### src/card_reader_pkg.sv
// constants and carrier types for the card reader supply and detect block
//
// Behaviour
// - boost level select 0 targets 3.8V, 1 targets 5.5V.
// - boost enable runs the converter; cleared it only passes supply through.
// - card supply select at 0V forces the converter off despite enable.
// - two-bit supply select picks 1.8V, 3.0V or 5.0V card supply.
// - reset control bit drives the card reset line; read returns pin.
// - clock and data lines follow the card UART or two manual bits.
// - two auxiliary contacts are general I/O, two control bits each (output value and output enable).
// - card insertion raises an insertion request when detect enable is set.
// - card removal raises a removal request under the same enable.
// - polarity bit adapts presence to normally-open or normally-closed switch.
// - presence flag is set while a card is present; software clears it.
// - no debounce; every detect level change shows on the present-now status bit two cycles later.
// - pull-up enable bit connects the detect pull-high resistor.
// - transfer mode 1 gives UART pin operation, 0 gives manual operation.

package card_reader_pkg;

    // ************************************************************
    // register map
    // ************************************************************
    localparam logic [11:0] boost_ctrl_off = 12'h000;
    localparam logic [11:0] card_ctrl_off = 12'h004;
    localparam logic [11:0] pin_option_off = 12'h008;
    localparam logic [11:0] card_status_off = 12'h00C;

    localparam logic [7:0] boost_ctrl_rst = 8'h00;
    localparam logic [7:0] card_ctrl_rst = 8'h00;
    localparam logic [7:0] pin_option_rst = 8'h00;
    // detect pin idles high: no false presence straight after reset
    localparam logic [1:0] detect_sync_rst = 2'h3;
    localparam logic detect_prev_rst = 1'h1;

    // ************************************************************
    // field positions
    // ************************************************************
    // card_supply_boost_control
    localparam int boost_level_bit = 0;
    localparam int boost_enable_bit = 1;
    localparam logic [7:0] boost_ctrl_mask = 8'h03;
    // card_control_reg
    localparam int supply_sel_lo_bit = 0;
    localparam int supply_sel_hi_bit = 1;
    localparam int reset_line_bit = 2;
    localparam int manual_clock_bit = 3;
    localparam int manual_data_bit = 4;
    localparam int auto_transfer_bit = 5;
    localparam int detect_polarity_bit = 6;
    localparam int detect_req_enable_bit = 7;
    // card_pin_option_reg
    localparam int pullup_enable_bit = 0;
    localparam int aux_a_out_bit = 1;
    localparam int aux_b_out_bit = 2;
    localparam int aux_a_oe_bit = 3;
    localparam int aux_b_oe_bit = 4;
    localparam logic [7:0] pin_option_mask = 8'h1F;
    // card_status_reg
    localparam int presence_flag_bit = 0;
    localparam int present_now_bit = 1;
    localparam int reset_sense_bit = 2;
    localparam int data_sense_bit = 3;
    localparam int aux_a_sense_bit = 4;
    localparam int aux_b_sense_bit = 5;

    // supply select code that means 0V
    localparam logic [1:0] supply_off_code = 2'h0;

    // ************************************************************
    // carriers
    // ************************************************************
    typedef struct packed {
        logic clock_line;
        logic data_out;
        logic data_oe;
    } uart_drive_s;

    typedef struct packed {
        logic reset_line;
        logic clock_line;
        logic data_out;
        logic data_oe;
        logic aux_a_out;
        logic aux_a_oe;
        logic aux_b_out;
        logic aux_b_oe;
    } card_pins_s;

    typedef struct packed {
        logic boost_run;
        logic boost_level_select;
        logic [1:0] card_supply_select;
        logic detect_pullup_enable;
    } power_ctrl_s;

    typedef struct packed {
        logic [7:0] boost_ctrl;
        logic [7:0] card_ctrl;
        logic [7:0] pin_option;
        logic presence_flag;
        logic [1:0] detect_sync;
        logic detect_prev;
        logic [1:0] reset_sync;
        logic [1:0] data_sync;
        logic [1:0] aux_a_sync;
        logic [1:0] aux_b_sync;
        logic insert_pulse;
        logic remove_pulse;
        logic [31:0] rdata;
        logic slverr;
    } state_s;

endpackage

### src/card_reader_power_detect.sv
// card reader supply, pin control and card detect with an APB slave
//
// Added by the designer: the APB register port and the register addresses.
`timescale 1ns/1ps
`default_nettype none

module card_reader_power_detect
(
    input wire logic pclk,
    input wire logic presetn,
    input wire logic psel,
    input wire logic penable,
    input wire logic pwrite,
    input wire logic [11:0] paddr,
    input wire logic [31:0] pwdata,
    input wire logic [3:0] pstrb,
    output logic [31:0] prdata,
    output logic pready,
    output logic pslverr,
    input wire logic card_detect_input,
    input wire logic card_reset_sense,
    input wire logic card_data_in,
    input wire logic card_aux_a_in,
    input wire logic card_aux_b_in,
    input wire card_reader_pkg::uart_drive_s uart_drive,
    output card_reader_pkg::card_pins_s card_pins,
    output card_reader_pkg::power_ctrl_s power_ctrl,
    output logic card_insert_req,
    output logic card_remove_req
);

    // ************************************************************
    // state
    // ************************************************************
    card_reader_pkg::state_s state_reg;
    card_reader_pkg::state_s state_next;

    logic setup_phase;
    logic access_phase;
    logic write_lane0;
    logic addr_mapped;
    logic present_now;
    logic detect_edge;
    logic flag_clear;
    logic [31:0] read_value;
    logic [1:0] supply_sel;

    // ************************************************************
    // bus phase decode
    // ************************************************************
    assign setup_phase = psel & ~penable;
    assign access_phase = psel & penable;
    assign write_lane0 = access_phase & pwrite & pstrb[0];

    always_comb
    begin
        addr_mapped = 1'b0;
        if (paddr == card_reader_pkg::boost_ctrl_off)
        begin
            addr_mapped = 1'b1;
        end
        else if (paddr == card_reader_pkg::card_ctrl_off)
        begin
            addr_mapped = 1'b1;
        end
        else if (paddr == card_reader_pkg::pin_option_off)
        begin
            addr_mapped = 1'b1;
        end
        else if (paddr == card_reader_pkg::card_status_off)
        begin
            addr_mapped = 1'b1;
        end
    end

    // ************************************************************
    // card presence
    // ************************************************************
    // polarity 0: switch closes to ground, card present when pin is low
    assign present_now = state_reg.detect_sync[1] ^
        ~state_reg.card_ctrl[card_reader_pkg::detect_polarity_bit];

    // edge taken on the pin itself, so a polarity write raises no request
    assign detect_edge = state_reg.detect_sync[1] ^
        state_reg.detect_prev;

    // writing 0 to the flag clears it; writing 1 leaves it alone
    assign flag_clear = write_lane0 & addr_mapped &
        (paddr == card_reader_pkg::card_status_off) &
        ~pwdata[card_reader_pkg::presence_flag_bit];

    // ************************************************************
    // read mux
    // ************************************************************
    always_comb
    begin
        read_value = 32'h0000_0000;
        if (paddr == card_reader_pkg::boost_ctrl_off)
        begin
            read_value[7:0] = state_reg.boost_ctrl;
        end
        else if (paddr == card_reader_pkg::card_ctrl_off)
        begin
            read_value[7:0] = state_reg.card_ctrl;
            // reset bit reads back the pin, not the written value
            read_value[card_reader_pkg::reset_line_bit] =
                state_reg.reset_sync[1];
        end
        else if (paddr == card_reader_pkg::pin_option_off)
        begin
            read_value[7:0] = state_reg.pin_option;
        end
        else if (paddr == card_reader_pkg::card_status_off)
        begin
            read_value[card_reader_pkg::presence_flag_bit] =
                state_reg.presence_flag;
            read_value[card_reader_pkg::present_now_bit] = present_now;
            read_value[card_reader_pkg::reset_sense_bit] =
                state_reg.reset_sync[1];
            read_value[card_reader_pkg::data_sense_bit] =
                state_reg.data_sync[1];
            read_value[card_reader_pkg::aux_a_sense_bit] =
                state_reg.aux_a_sync[1];
            read_value[card_reader_pkg::aux_b_sense_bit] =
                state_reg.aux_b_sync[1];
        end
    end

    // ************************************************************
    // next state
    // ************************************************************
    always_comb
    begin
        state_next = state_reg;

        // two-stage synchronisers for every pin input
        state_next.detect_sync = {state_reg.detect_sync[0],
            card_detect_input};
        state_next.reset_sync = {state_reg.reset_sync[0],
            card_reset_sense};
        state_next.data_sync = {state_reg.data_sync[0], card_data_in};
        state_next.aux_a_sync = {state_reg.aux_a_sync[0], card_aux_a_in};
        state_next.aux_b_sync = {state_reg.aux_b_sync[0], card_aux_b_in};

        // no filter: the edge is seen two cycles after the pin moves
        state_next.detect_prev = state_reg.detect_sync[1];
        state_next.insert_pulse = detect_edge & present_now &
            state_reg.card_ctrl[card_reader_pkg::detect_req_enable_bit];
        state_next.remove_pulse = detect_edge & ~present_now &
            state_reg.card_ctrl[card_reader_pkg::detect_req_enable_bit];

        // set wins over a clear in the same cycle
        state_next.presence_flag = present_now |
            (state_reg.presence_flag & ~flag_clear);

        // read data is captured in setup so prdata comes from a flop
        if (setup_phase)
        begin
            state_next.rdata = read_value;
            state_next.slverr = ~addr_mapped;
        end

        if (write_lane0 & addr_mapped)
        begin
            if (paddr == card_reader_pkg::boost_ctrl_off)
            begin
                state_next.boost_ctrl = pwdata[7:0] &
                    card_reader_pkg::boost_ctrl_mask;
            end
            else if (paddr == card_reader_pkg::card_ctrl_off)
            begin
                state_next.card_ctrl = pwdata[7:0];
            end
            else if (paddr == card_reader_pkg::pin_option_off)
            begin
                state_next.pin_option = pwdata[7:0] &
                    card_reader_pkg::pin_option_mask;
            end
        end
    end

    // ************************************************************
    // registers
    // ************************************************************
    always_ff @(posedge pclk or negedge presetn)
    begin
        if (!presetn)
        begin
            state_reg.boost_ctrl <= card_reader_pkg::boost_ctrl_rst;
            state_reg.card_ctrl <= card_reader_pkg::card_ctrl_rst;
            state_reg.pin_option <= card_reader_pkg::pin_option_rst;
            state_reg.presence_flag <= 1'b0;
            state_reg.detect_sync <= card_reader_pkg::detect_sync_rst;
            state_reg.detect_prev <= card_reader_pkg::detect_prev_rst;
            state_reg.reset_sync <= 2'h0;
            state_reg.data_sync <= 2'h0;
            state_reg.aux_a_sync <= 2'h0;
            state_reg.aux_b_sync <= 2'h0;
            state_reg.insert_pulse <= 1'b0;
            state_reg.remove_pulse <= 1'b0;
            state_reg.rdata <= 32'h0000_0000;
            state_reg.slverr <= 1'b0;
        end
        else
        begin
            state_reg <= state_next;
        end
    end

    // ************************************************************
    // bus outputs
    // ************************************************************
    // zero wait states: every access completes in its first access cycle
    assign pready = 1'b1;
    assign prdata = state_reg.rdata;
    assign pslverr = access_phase & state_reg.slverr;

    // ************************************************************
    // power control
    // ************************************************************
    assign supply_sel = {
        state_reg.card_ctrl[card_reader_pkg::supply_sel_hi_bit],
        state_reg.card_ctrl[card_reader_pkg::supply_sel_lo_bit]};

    always_comb
    begin
        power_ctrl.boost_level_select =
            state_reg.boost_ctrl[card_reader_pkg::boost_level_bit];
        // a 0V card supply shuts the converter whatever enable says
        power_ctrl.boost_run =
            state_reg.boost_ctrl[card_reader_pkg::boost_enable_bit] &
            (supply_sel != card_reader_pkg::supply_off_code);
        power_ctrl.card_supply_select = supply_sel;
        power_ctrl.detect_pullup_enable =
            state_reg.pin_option[card_reader_pkg::pullup_enable_bit];
    end

    // ************************************************************
    // card pins
    // ************************************************************
    always_comb
    begin
        card_pins.reset_line =
            state_reg.card_ctrl[card_reader_pkg::reset_line_bit];
        if (state_reg.card_ctrl[card_reader_pkg::auto_transfer_bit])
        begin
            card_pins.clock_line = uart_drive.clock_line;
            card_pins.data_out = uart_drive.data_out;
            card_pins.data_oe = uart_drive.data_oe;
        end
        else
        begin
            // manual data is open-drain: drive only a low, release a high
            card_pins.clock_line =
                state_reg.card_ctrl[card_reader_pkg::manual_clock_bit];
            card_pins.data_out = 1'b0;
            card_pins.data_oe =
                ~state_reg.card_ctrl[card_reader_pkg::manual_data_bit];
        end
        card_pins.aux_a_out =
            state_reg.pin_option[card_reader_pkg::aux_a_out_bit];
        card_pins.aux_a_oe =
            state_reg.pin_option[card_reader_pkg::aux_a_oe_bit];
        card_pins.aux_b_out =
            state_reg.pin_option[card_reader_pkg::aux_b_out_bit];
        card_pins.aux_b_oe =
            state_reg.pin_option[card_reader_pkg::aux_b_oe_bit];
    end

    // ************************************************************
    // detect requests
    // ************************************************************
    // one-cycle pulses; activation and deactivation are left to software
    assign card_insert_req = state_reg.insert_pulse;
    assign card_remove_req = state_reg.remove_pulse;

endmodule // card_reader_power_detect

`default_nettype wire

### config.mk
export PLATFORM = sky130hd
export DESIGN_NAME = card_reader_power_detect
export DESIGN_NICKNAME = d
export VERILOG_FILES = /design/src/card_reader_pkg.sv /design/src/card_reader_power_detect.sv
export SDC_FILE = /design/constraint.sdc
export NUM_CORES = 1
export LEC_CHECK = 0
export ABC_AREA = 1
export BUFFER_PORTS_ARGS = -buffer_cell sky130_fd_sc_hd__buf_2
export CORE_MARGIN = 1.5
export CORE_UTILIZATION = 44
export CTS_CLUSTER_DIAMETER = 40
export DETAILED_ROUTE_END_ITERATION = 8
export PLACE_DENSITY_LB_ADDON = 0.05
export REMOVE_ABC_BUFFERS = 1
export SETUP_SLACK_MARGIN = 0.05
export SLEW_MARGIN = 20
export SYNTH_ARGS = -nofsm -noshare
export SYNTH_HDL_FRONTEND = slang
export SYNTH_SLANG_ARGS = --single-unit
### constraint.sdc
create_clock -name pclk -period 1.46 [get_ports pclk]
set_clock_uncertainty 0.15 [all_clocks]
set_input_delay 0.219 -clock pclk [delete_from_list [all_inputs] [get_ports pclk]]
set_output_delay 0.219 -clock pclk [all_outputs]
set_load 0.1 [all_outputs]
==> metrics.yaml, run 1 <==
cp_max_fo: 5
worstPathArrival_ps: 1090
combPwrFrac: 0.236
timing.final.crit_share: 1.00
crit_slowest_cell: "dfrtp_2"
cts_sinks: 38
switching_share: 0.333
initial_core_util: 0.458
cts-root-buf: "clkbuf_8"
ys_types: 23
critPathLaunchType: "register"
detail_route.first_pass.iterations: 4
fp.dieW_um: 70.3
final_antenna_net_count: 0
htreeDepth: 2
path_clk_slew_ps: 60
via_count: 1594
core_area_um2: 4350
p_total_w: 0.00235
dp_cells: 333
async_flop_share: 1.00
gp_congestion: 0.848
crit_path_frequent_cell: "nand2_2"
grt_pass1_wl_mm: 6.64
peakVddDrop_mv: 0.789
instances_no_fill: 353
crit_path_max_incr_delay_ps: 440
netlist_top_cells_area: "dfrtp_1 44%, buf_4 16%, nand2_1 9.2%"
violations: "negative setup slack"
p_leak_nw: 1.44
route.detailed.drc: 0
synthCells: 232
fp.dieH_um: 70.3
io_buffers: 57
final_util: 0.635
synth_top_area_cell: "dfrtp_1"
first_iter_violations: 71
nNetsFinal: 361
cp.required_ps: 1090
hold_slack_ps: 41.9
cp-end-kind: "output pin"
wire_per_inst_um: 11.1
syn_avg_cell_area_um2: 8.60
num_io_pins: 110
rsz0062_at_grt: "true"
antenna_cells: 0
grt_start_max_net_pins: 39
grt_pass1_vias: 1550
rows: 24
cts_max_path_buffers: 2
finalWirelength_mm: 3.92
crit_chain: "inv_2 > nand2_2 > nand2_2 > buf_12"
cellPowerDensity_nw_per_um2: 849
synth_seq_area_share: 0.478
cap_violations: 0
fmax_ghz: 0.683
synth_warnings: 0
gr-total-overflow: 0
pwr-share-clk: 0.301
yosysMostFrequentCell: "nand2_1"
grt_use_total: 0.169
syn_to_final_growth_pct: 38.5
ys_seq_elements: 38
die_area_um2: 4950
path_class: "register to output pin"
placed_area_um2: 2540
synth_flop_cell: "dfrtp_1"
stdcell_area_um2: 2760
vias_per_cell: 4.52
synth_top_area_share: 0.439
power.internal_w: 0.00157
synth-edff-count: 0
cts_buffers: 5
outcome: "complete, but fails checks"
synth_common_cells: "49 x nand2_1, 42 x buf_4, 35 x dfrtp_1"
antenna_found_initial: 0
seqPwrFrac: 0.463
finalSetupViolCount: 1
dp_hpwl_mm: 2.92
p_switching_w: 0.000781
drive_gt1_frac: 0.339
hold_viol: 0
largest_reg_flops: 13
clkLatencyLatePin_ps: 280
cts_tree: "done"
hp-class: "input port to register"
setup_ws_ps: -3.21
drv_slew: 0
min_period_ps: 1460
synth_area_um2: 2000
==> cells by family (layout without fill, tap and decap cells) <==
logic type	after synthesis	in the layout	share of synthesized area
DFF	38	38	0.478
other	2	25	0.00376
AOI/OAI and AO/OA	26	26	0.0690
and+or+nand+nor	98	98	0.235
xor gates and xnor gates	1	1	0.00439
buffers and inverters	67	113	0.209
==> layer usage <==
metal | part of all wire | vias up | global-route usage
met1 | 0.42 | 714 | 0.206
met3 | 0.081 | 4 | 0.0303
met2 | 0.49 | 79 | 0.301
met4 | 0.0089 | 0 | 0.0513
li1 | - | 797 | -
met5 | 0 | - | 0
==> stage by stage <==
step                      worst slack (ps)  setup TNS (ps)
after global placement               -17.2           -59.7
after CTS                            -15.2           -26.7
after global routing                 -49.7           -86.0
final                                -3.21           -3.21
after floorplan                      -1430           -2820
after detailed placement             -27.5           -86.9
==> worst paths after layout <==
path / from / to / depth (start not counted) / slack [ps]
hold / removal: pwdata[4] / card_pins[0] / 3 / 40
setup / recovery: state_reg[60] / card_pins[6] / 4 / -3
min in group asynchronous: presetn / state_reg[62] / 3 / 260
setup reg to reg: state_next[43] / prdata[1] / 5 / 160
max in group asynchronous: presetn / state_reg[43] / 3 / 650
hold reg to reg: state_next[40] / state_reg[40] / 0 / 200
==> power groups by stage <==
stage	clock, W	sequential, W	combinational [W]
2_1_floorplan	0	0.00113	0.000375
3_3_place_gp	0	0.00110	0.000529
3_5_place_dp	0	0.00111	0.000530
4_1_cts	0.000734	0.00109	0.000553
5_1_grt	0.000781	0.00109	0.000580
6_report	0.000708	0.00109	0.000553
==> cells in the final DEF (no fill, tap or decap), drive strengths merged <==
| master | synthesis | routed |
|---|---|---|
| inv | 23 | 23 |
| o21a | 1 | 1 |
| o31ai | 2 | 2 |
| buf | 43 | 70 |
| nor2 | 19 | 19 |
| clkbuf | 0 | 9 |
| dfstp | 3 | 3 |
| xnor2 | 1 | 1 |
| nand4 | 4 | 4 |
| nand2 | 53 | 53 |
| clkinv | 1 | 2 |
| o21ai | 20 | 20 |
| conb | 2 | 25 |
| a21oi | 3 | 3 |
| dfrtp | 35 | 35 |
| dlygate4sd3 | 0 | 9 |
| nand3 | 22 | 22 |
==> final cells by class <==
cell class,count,area [µm²]
Clock inverter,1,5.00
Inverter,24,91.3
Multi-Input combinational cell,150,724
Clock buffer,7,86.3
Fill cell,376,1590
Timing Repair Buffer,81,836
Sequential cell,38,956
Tap cell,52,65.1
==> worst max-delay path: cells and delay by family (launching register included) <==
family / cells / cell delay, ps
buffers and inverters: 2 / 250
flip-flops: 1 / 440
AND/OR/NAND/NOR: 2 / 120
==> timing repair <==
item	in CTS	in global routing
hold buffers	9	0
endpoints found under the hold margin	46	0
gates resized for setup	8	3
setup buffers	4	0
endpoints found under the setup margin	4	9
pin swaps	4	4
Power figures use the tool's default switching activity.
==> run 2, diff against run 1 <==
Settings changed: ABC_CLOCK_PERIOD_IN_PS set to 1800.
Clock period 1.46 ns to 1.8 ns, I/O delays scaled along.
==> metrics.yaml, run 2 (synthesized netlist as in run 1, its figures left out) <==
outcome: "finished, final reports clean"  # was complete, but fails checks
first_iter_violations: 66  # was 71
stdcell_area_um2: 2330  # was 2760 µm²
peakVddDrop_mv: 0.598  # was 0.789 mV
cp_max_fo: 4  # was 5
cts_max_path_buffers: 2  # unchanged
gr-total-overflow: 0  # unchanged
route.detailed.drc: 0  # unchanged
grt_pass1_vias: 1438  # was 1,550
grt_pass1_wl_mm: 6.54  # was 6.64 mm
path_class: "register to output pin"  # unchanged
drv_slew: 0  # unchanged
cp.required_ps: 1380  # was 1090 ps
postCtsSetupBuffers: 0  # was 4
slew_headroom: 0.665
io_buffers: 57  # unchanged
cts_buffers: 5  # unchanged
hp-class: "input port to register"  # unchanged
nFillCells: 416  # was 376
mostFrequentLayoutCells: "55 x buf_2, 49 x nand2_1, 35 x dfrtp_1"  # was 47 x nand2_1, 34 x dfrtp_1, 33 x buf_2
cp-end-kind: "output pin"  # unchanged
rows: 24  # unchanged
critPathLaunchType: "register"  # unchanged
dp_hpwl_mm: 2.91  # was 2.92 mm
cellPowerDensity_nw_per_um2: 933  # was 849 nW/µm²
antenna_found_initial: 0  # unchanged
r2r_slack_ps: 460  # was 160 ps
gp_congestion: 0.734  # was 0.848
num_io_pins: 110  # unchanged
clkLatencyLatePin_ps: 280  # about the same
placed_area_um2: 2120  # was 2540 µm²
drive_gt1_frac: 0.288  # was 0.339
rsz0062_at_grt: "false"  # was true
worstPathArrival_ps: 1250  # was 1090 ps
path_clk_slew_ps: 70  # was 60 ps
htreeDepth: 2  # unchanged
p_leak_nw: 1.32  # was 1.44 nW
initial_core_util: 0.458  # unchanged
final_antenna_net_count: 0  # unchanged
grt_use_total: 0.169  # about the same
finalWirelength_mm: 3.87  # was 3.92 mm
core_area_um2: 4350  # unchanged
finalSetupViolCount: 0  # was 1
grt_start_max_net_pins: 24  # was 39
vias_per_cell: 4.51  # was 4.52
cts-root-buf: "clkbuf_8"  # unchanged
fmax_ghz: 0.600
cts_sinks: 38  # unchanged
tns_ps: 0  # was -3.21 ps
syn_to_final_growth_pct: 16.9  # was 38.5%
cap_violations: 0  # unchanged
fp.dieH_um: 70.3  # unchanged
die_area_um2: 4950  # unchanged
final_common_cell: "buf_2"  # was nand2_1
largest_reg_flops: 13  # unchanged
antenna_cells: 0  # unchanged
detail_route.first_pass.iterations: 4  # unchanged
nNetsFinal: 345  # was 361
hold_viol: 0  # unchanged
worst_pin_slew_ps: 502
fp.dieW_um: 70.3  # unchanged
via_count: 1521  # was 1,594
wire_per_inst_um: 11.5  # was 11.1 µm
timing.final.crit_share: 0.925
cts_tree: "done"  # unchanged
min_period_ps: 1670
==> run 2: cell types whose count changed in the layout (fill, tap and decap cells not counted), moves of 3 or more <==
cell           before  now
buf_12             23    0
buf_2              33   55
buf_4              14    3
dlygate4sd3_1       9    6
==> run 2: layer usage <==
metal  part of all wire  GRT usage
met4              0.014     0.0513
met5                  0          0
met2               0.47      0.297
met3              0.071     0.0390
met1               0.44      0.204
==> run 2: timing repair <==
action	4_1_cts	5_1_grt
hold buffers	6	0
hold endpoints to repair	23	0
endpoints found under the setup margin	2	1
gates resized for setup	2	1
==> run 2: final cells by class <==
cell class,instances,area [µm²],area share
inverters,24,91.3,0.0392
multi-input cells,150,709,0.304
clock inverters,2,60.1,0.0258
clock buffers,6,82.6,0.0354
flip-flops and latches,38,955,0.409
repair buffers,65,369,0.158
well taps,52,65.1,0.0279
==> run 2: final timing paths <==
check | from | end | cells after the start
worst max register to register | state_next[43] | prdata[1] | 5
min in group asynchronous | presetn | prdata[4] | 2
worst min-delay path | pwdata[7] | state_reg[62] | 3
worst min register to register | state_next[38] | state_reg[38] | 0
max in group asynchronous | presetn | card_pins[0] | 3
worst max-delay path | power_ctrl[2] | power_ctrl[4] | 2
==> run 2: critical path: stages (launching register included) <==
cell	delay [ps]
dfrtp_1	400
o21a_1	140
buf_2	410
==> run 2: power by group <==
group          switching [W]  internal (W)  total, W
combinational       0.000357     0.0000580  0.000415
clock               0.000290      0.000591  0.000881
sequential        0.00000593      0.000874  0.000880
==> run 2: metrics by stage <==
step / hold slack, ps / utilization / worst slack (ps) / cells / power [W]
global route: 46.2 / 0.536 / 73.3 / 337 / 0.00226
global placement: 115 / 0.487 / 173 / 323 / 0.00130
finish: 38.1 / 0.536 / 134 / 337 / 0.00218
detailed placement: 119 / 0.487 / 155 / 323 / 0.00130
CTS: 26.9 / 0.535 / 102 / 337 / 0.00220
floorplan: -176 / - / -1140 / 212 / 0.00122
==> run 3, diff against run 2 <==
Settings changed: ABC_AREA 1 to not set.
==> metrics.yaml, run 3 <==
nNetsFinal: 287  # was 345
power.internal_w: 0.00126  # was 0.00152 W
largest_reg_flops: 13  # unchanged
synth_warnings: 0  # unchanged
first_iter_violations: 49  # was 66
highest_layer: "met4"  # unchanged
hold_path.startpoint: "pwdata[5]"  # was pwdata[7]
critPathLaunchType: "input port"  # was register
switching_share: 0.322  # was 0.300
met3_length_um: 349  # was 273 µm
synth_flop_cell: "dfrtp_1"  # unchanged
async_flop_share: 1.00  # unchanged
core_area_um2: 4090  # was 4350 µm²
timing.final.crit_share: 0.990  # was 0.925
grt_use_total: 0.177  # was 0.169
fmax_ghz: 0.561  # was 0.600 GHz
synth_top_area_cell: "dfrtp_1"  # unchanged
via_count: 1362  # was 1,521
syn_avg_cell_area_um2: 11.8  # was 8.60 µm²
detail_route.first_pass.iterations: 4  # unchanged
num_io_pins: 110  # unchanged
cts_tree: "done"  # unchanged
hp-class: "input port to register"  # unchanged
io_buffers: 57  # unchanged
place_ws_ps: -420  # was 155 ps
rsz0062_at_grt: "true"  # was false
synth_area_um2: 1920  # was 2000 µm²
route.detailed.drc: 0  # unchanged
die_area_um2: 4780  # was 4950 µm²
htreeDepth: 2  # unchanged
wire_per_inst_um: 15.1  # was 11.5 µm
clkLatencyLatePin_ps: 290  # was 280 ps
finalSetupViolCount: 0  # unchanged
nFillCells: 353  # was 416
antenna_found_initial: 0  # unchanged
cts_buffers: 5  # unchanged
outcome: "finished, final reports clean"  # unchanged
finalWirelength_mm: 4.19  # was 3.87 mm
dp_hpwl_mm: 2.92  # was 2.91 mm
netlist_top_cells_area: "dfrtp_1 46%, buf_4 16%, mux2_2 11%"  # was dfrtp_1 44%, buf_4 16%, nand2_1 9.2%
cap_violations: 0  # unchanged
synth_top_area_share: 0.455  # was 0.439
vias_per_cell: 4.92  # was 4.51
fp.dieH_um: 69.1  # was 70.3 µm
gp_congestion: 0.824  # was 0.734
grt_pass1_wl_mm: 6.70  # was 6.54 mm
tns_ps: 0  # unchanged
hold_slack_ps: 70.9  # was 38.1 ps
rows: 23  # was 24
cts-root-buf: "clkbuf_8"  # unchanged
cellPowerDensity_nw_per_um2: 747  # was 933 nW/µm²
synth_common_cells: "42 x buf_4, 35 x dfrtp_1, 19 x mux2_2"  # was 49 x nand2_1, 42 x buf_4, 35 x dfrtp_1
combPwrFrac: 0.210  # was 0.191
final_util: 0.611  # was 0.536
route.met2.wl_mm: 2.01  # was 1.83 mm
drv_slew: 0  # unchanged
cts_sinks: 38  # unchanged
synth-edff-count: 0  # unchanged
min_period_ps: 1780  # was 1670 ps
r2r_cells: 2  # was 5
pwr-share-clk: 0.321  # was 0.405
grt_pass1_vias: 1360  # was 1,438
synthCells: 163  # was 232
placed_area_um2: 2180  # was 2120 µm²
wl_met1_mm: 1.74  # was 1.71 mm
cts_max_path_buffers: 2  # unchanged
syn_to_final_growth_pct: 29.8  # was 16.9%
peakVddDrop_mv: 0.545  # was 0.598 mV
initial_core_util: 0.471  # was 0.458
hold_depth: 2  # was 3
drive_gt1_frac: 0.498  # was 0.288
grt_start_max_net_pins: 23  # was 24
mostFrequentLayoutCells: "50 x buf_2, 35 x dfrtp_1, 25 x conb_1"  # was 55 x buf_2, 49 x nand2_1, 35 x dfrtp_1
cp_max_fo: 5  # was 4
antenna_cells: 0  # unchanged
seqPwrFrac: 0.469  # was 0.405
worstPathArrival_ps: 1840  # was 1250 ps
cp.required_ps: 1860  # was 1380 ps
path_class: "input port to register"  # was register to output pin
fp.dieW_um: 69.1  # was 70.3 µm
cp-end-kind: "register"  # was output pin
p_leak_nw: 1.29  # was 1.32 nW
regToRegStartpoint: "power_ctrl[1]"  # was state_next[43]
ys_seq_elements: 38  # unchanged
p_switching_w: 0.000601  # was 0.000652 W
final_antenna_net_count: 0  # unchanged
final_common_cell: "buf_2"  # unchanged
hold_viol: 0  # unchanged
synth_seq_area_share: 0.496  # was 0.478
path_clk_slew_ps: 70  # about the same
gr-total-overflow: 0  # unchanged
ys_types: 35  # was 23
crit_start: "paddr[8]"  # was power_ctrl[2]
yosysMostFrequentCell: "buf_4"  # was nand2_1
stdcell_area_um2: 2500  # was 2330 µm²
setup_ws_ps: 18.7  # was 134 ps
-- run 3: layer usage --
| metal | GRT usage | vias to the layer above |
|---|---|---|
| li1 | - | 627 |
| met1 | 0.223 | 640 |
| met2 | 0.294 | 88 |
| met3 | 0.0395 | 7 |
| met4 | 0.0719 | 0 |
| met5 | 0 | - |
-- run 3: cell families after synthesis --
logic type / share of synthesized area
muxes: 0.128
AOI/OAI and AO/OA: 0.0690
other: 0.00391
xor gates and xnor gates: 0.00456
buffers and inverters: 0.181
DFF: 0.496
and+or+nand+nor: 0.117
-- run 3: worst max-delay path, stage by stage --
cell and delay (ps):
buf_2 100, or4_4 530, buf_6 160, or4_1 570, o21ai_0 210
-- run 3: what timing repair did --
| action | CTS | global route |
|---|---|---|
| setup buffers | 1 | 0 |
| gates resized for setup | 15 | 22 |
| pin swaps | 2 | 4 |
| hold buffers | 6 | 0 |
| cloned | 0 | 0 |
| endpoints found under the setup margin | 22 | 24 |
| endpoints found under the hold margin | 18 | 0 |
-- run 3: cell type report --
| type | instances | area (µm²) | area share |
|---|---|---|---|
| Timing Repair Buffer | 80 | 566 | 0.227 |
| Sequential cell | 38 | 955 | 0.382 |
| Multi-Input combinational cell | 98 | 812 | 0.325 |
| Inverter | 3 | 11.3 | 0.00451 |
| Clock buffer | 8 | 90.1 | 0.0361 |
| Tap cell | 50 | 62.6 | 0.0251 |
-- run 3: path summary, 6_finish.rpt --
| path | to | slack (ps) |
|---|---|---|
| min in group asynchronous | state_reg[46] | 290 |
| worst max register to register | prdata[0] | 430 |
| max in group asynchronous | prdata[4] | 760 |
| worst max-delay path | prdata[4] | 20 |
| worst min-delay path | state_reg[60] | 70 |
| worst min register to register | state_reg[36] | 200 |
-- run 3: power groups by stage --
stage / Sequential [W] / Combinational (W) / Clock (W)
2_1_floorplan: 0.000891 / 0.000266 / 0
3_3_place_gp: 0.000890 / 0.000360 / 0
3_5_place_dp: 0.000891 / 0.000361 / 0
4_1_cts: 0.000875 / 0.000378 / 0.000615
5_1_grt: 0.000876 / 0.000408 / 0.000641
6_report: 0.000875 / 0.000392 / 0.000598
-- run 3: per-stage QoR --
stage          cells  total power (W)
4_1_cts          277          0.00187
6_report         277          0.00187
5_1_grt          277          0.00193
3_3_place_gp     262          0.00125
2_1_floorplan    139          0.00116
3_5_place_dp     262          0.00125
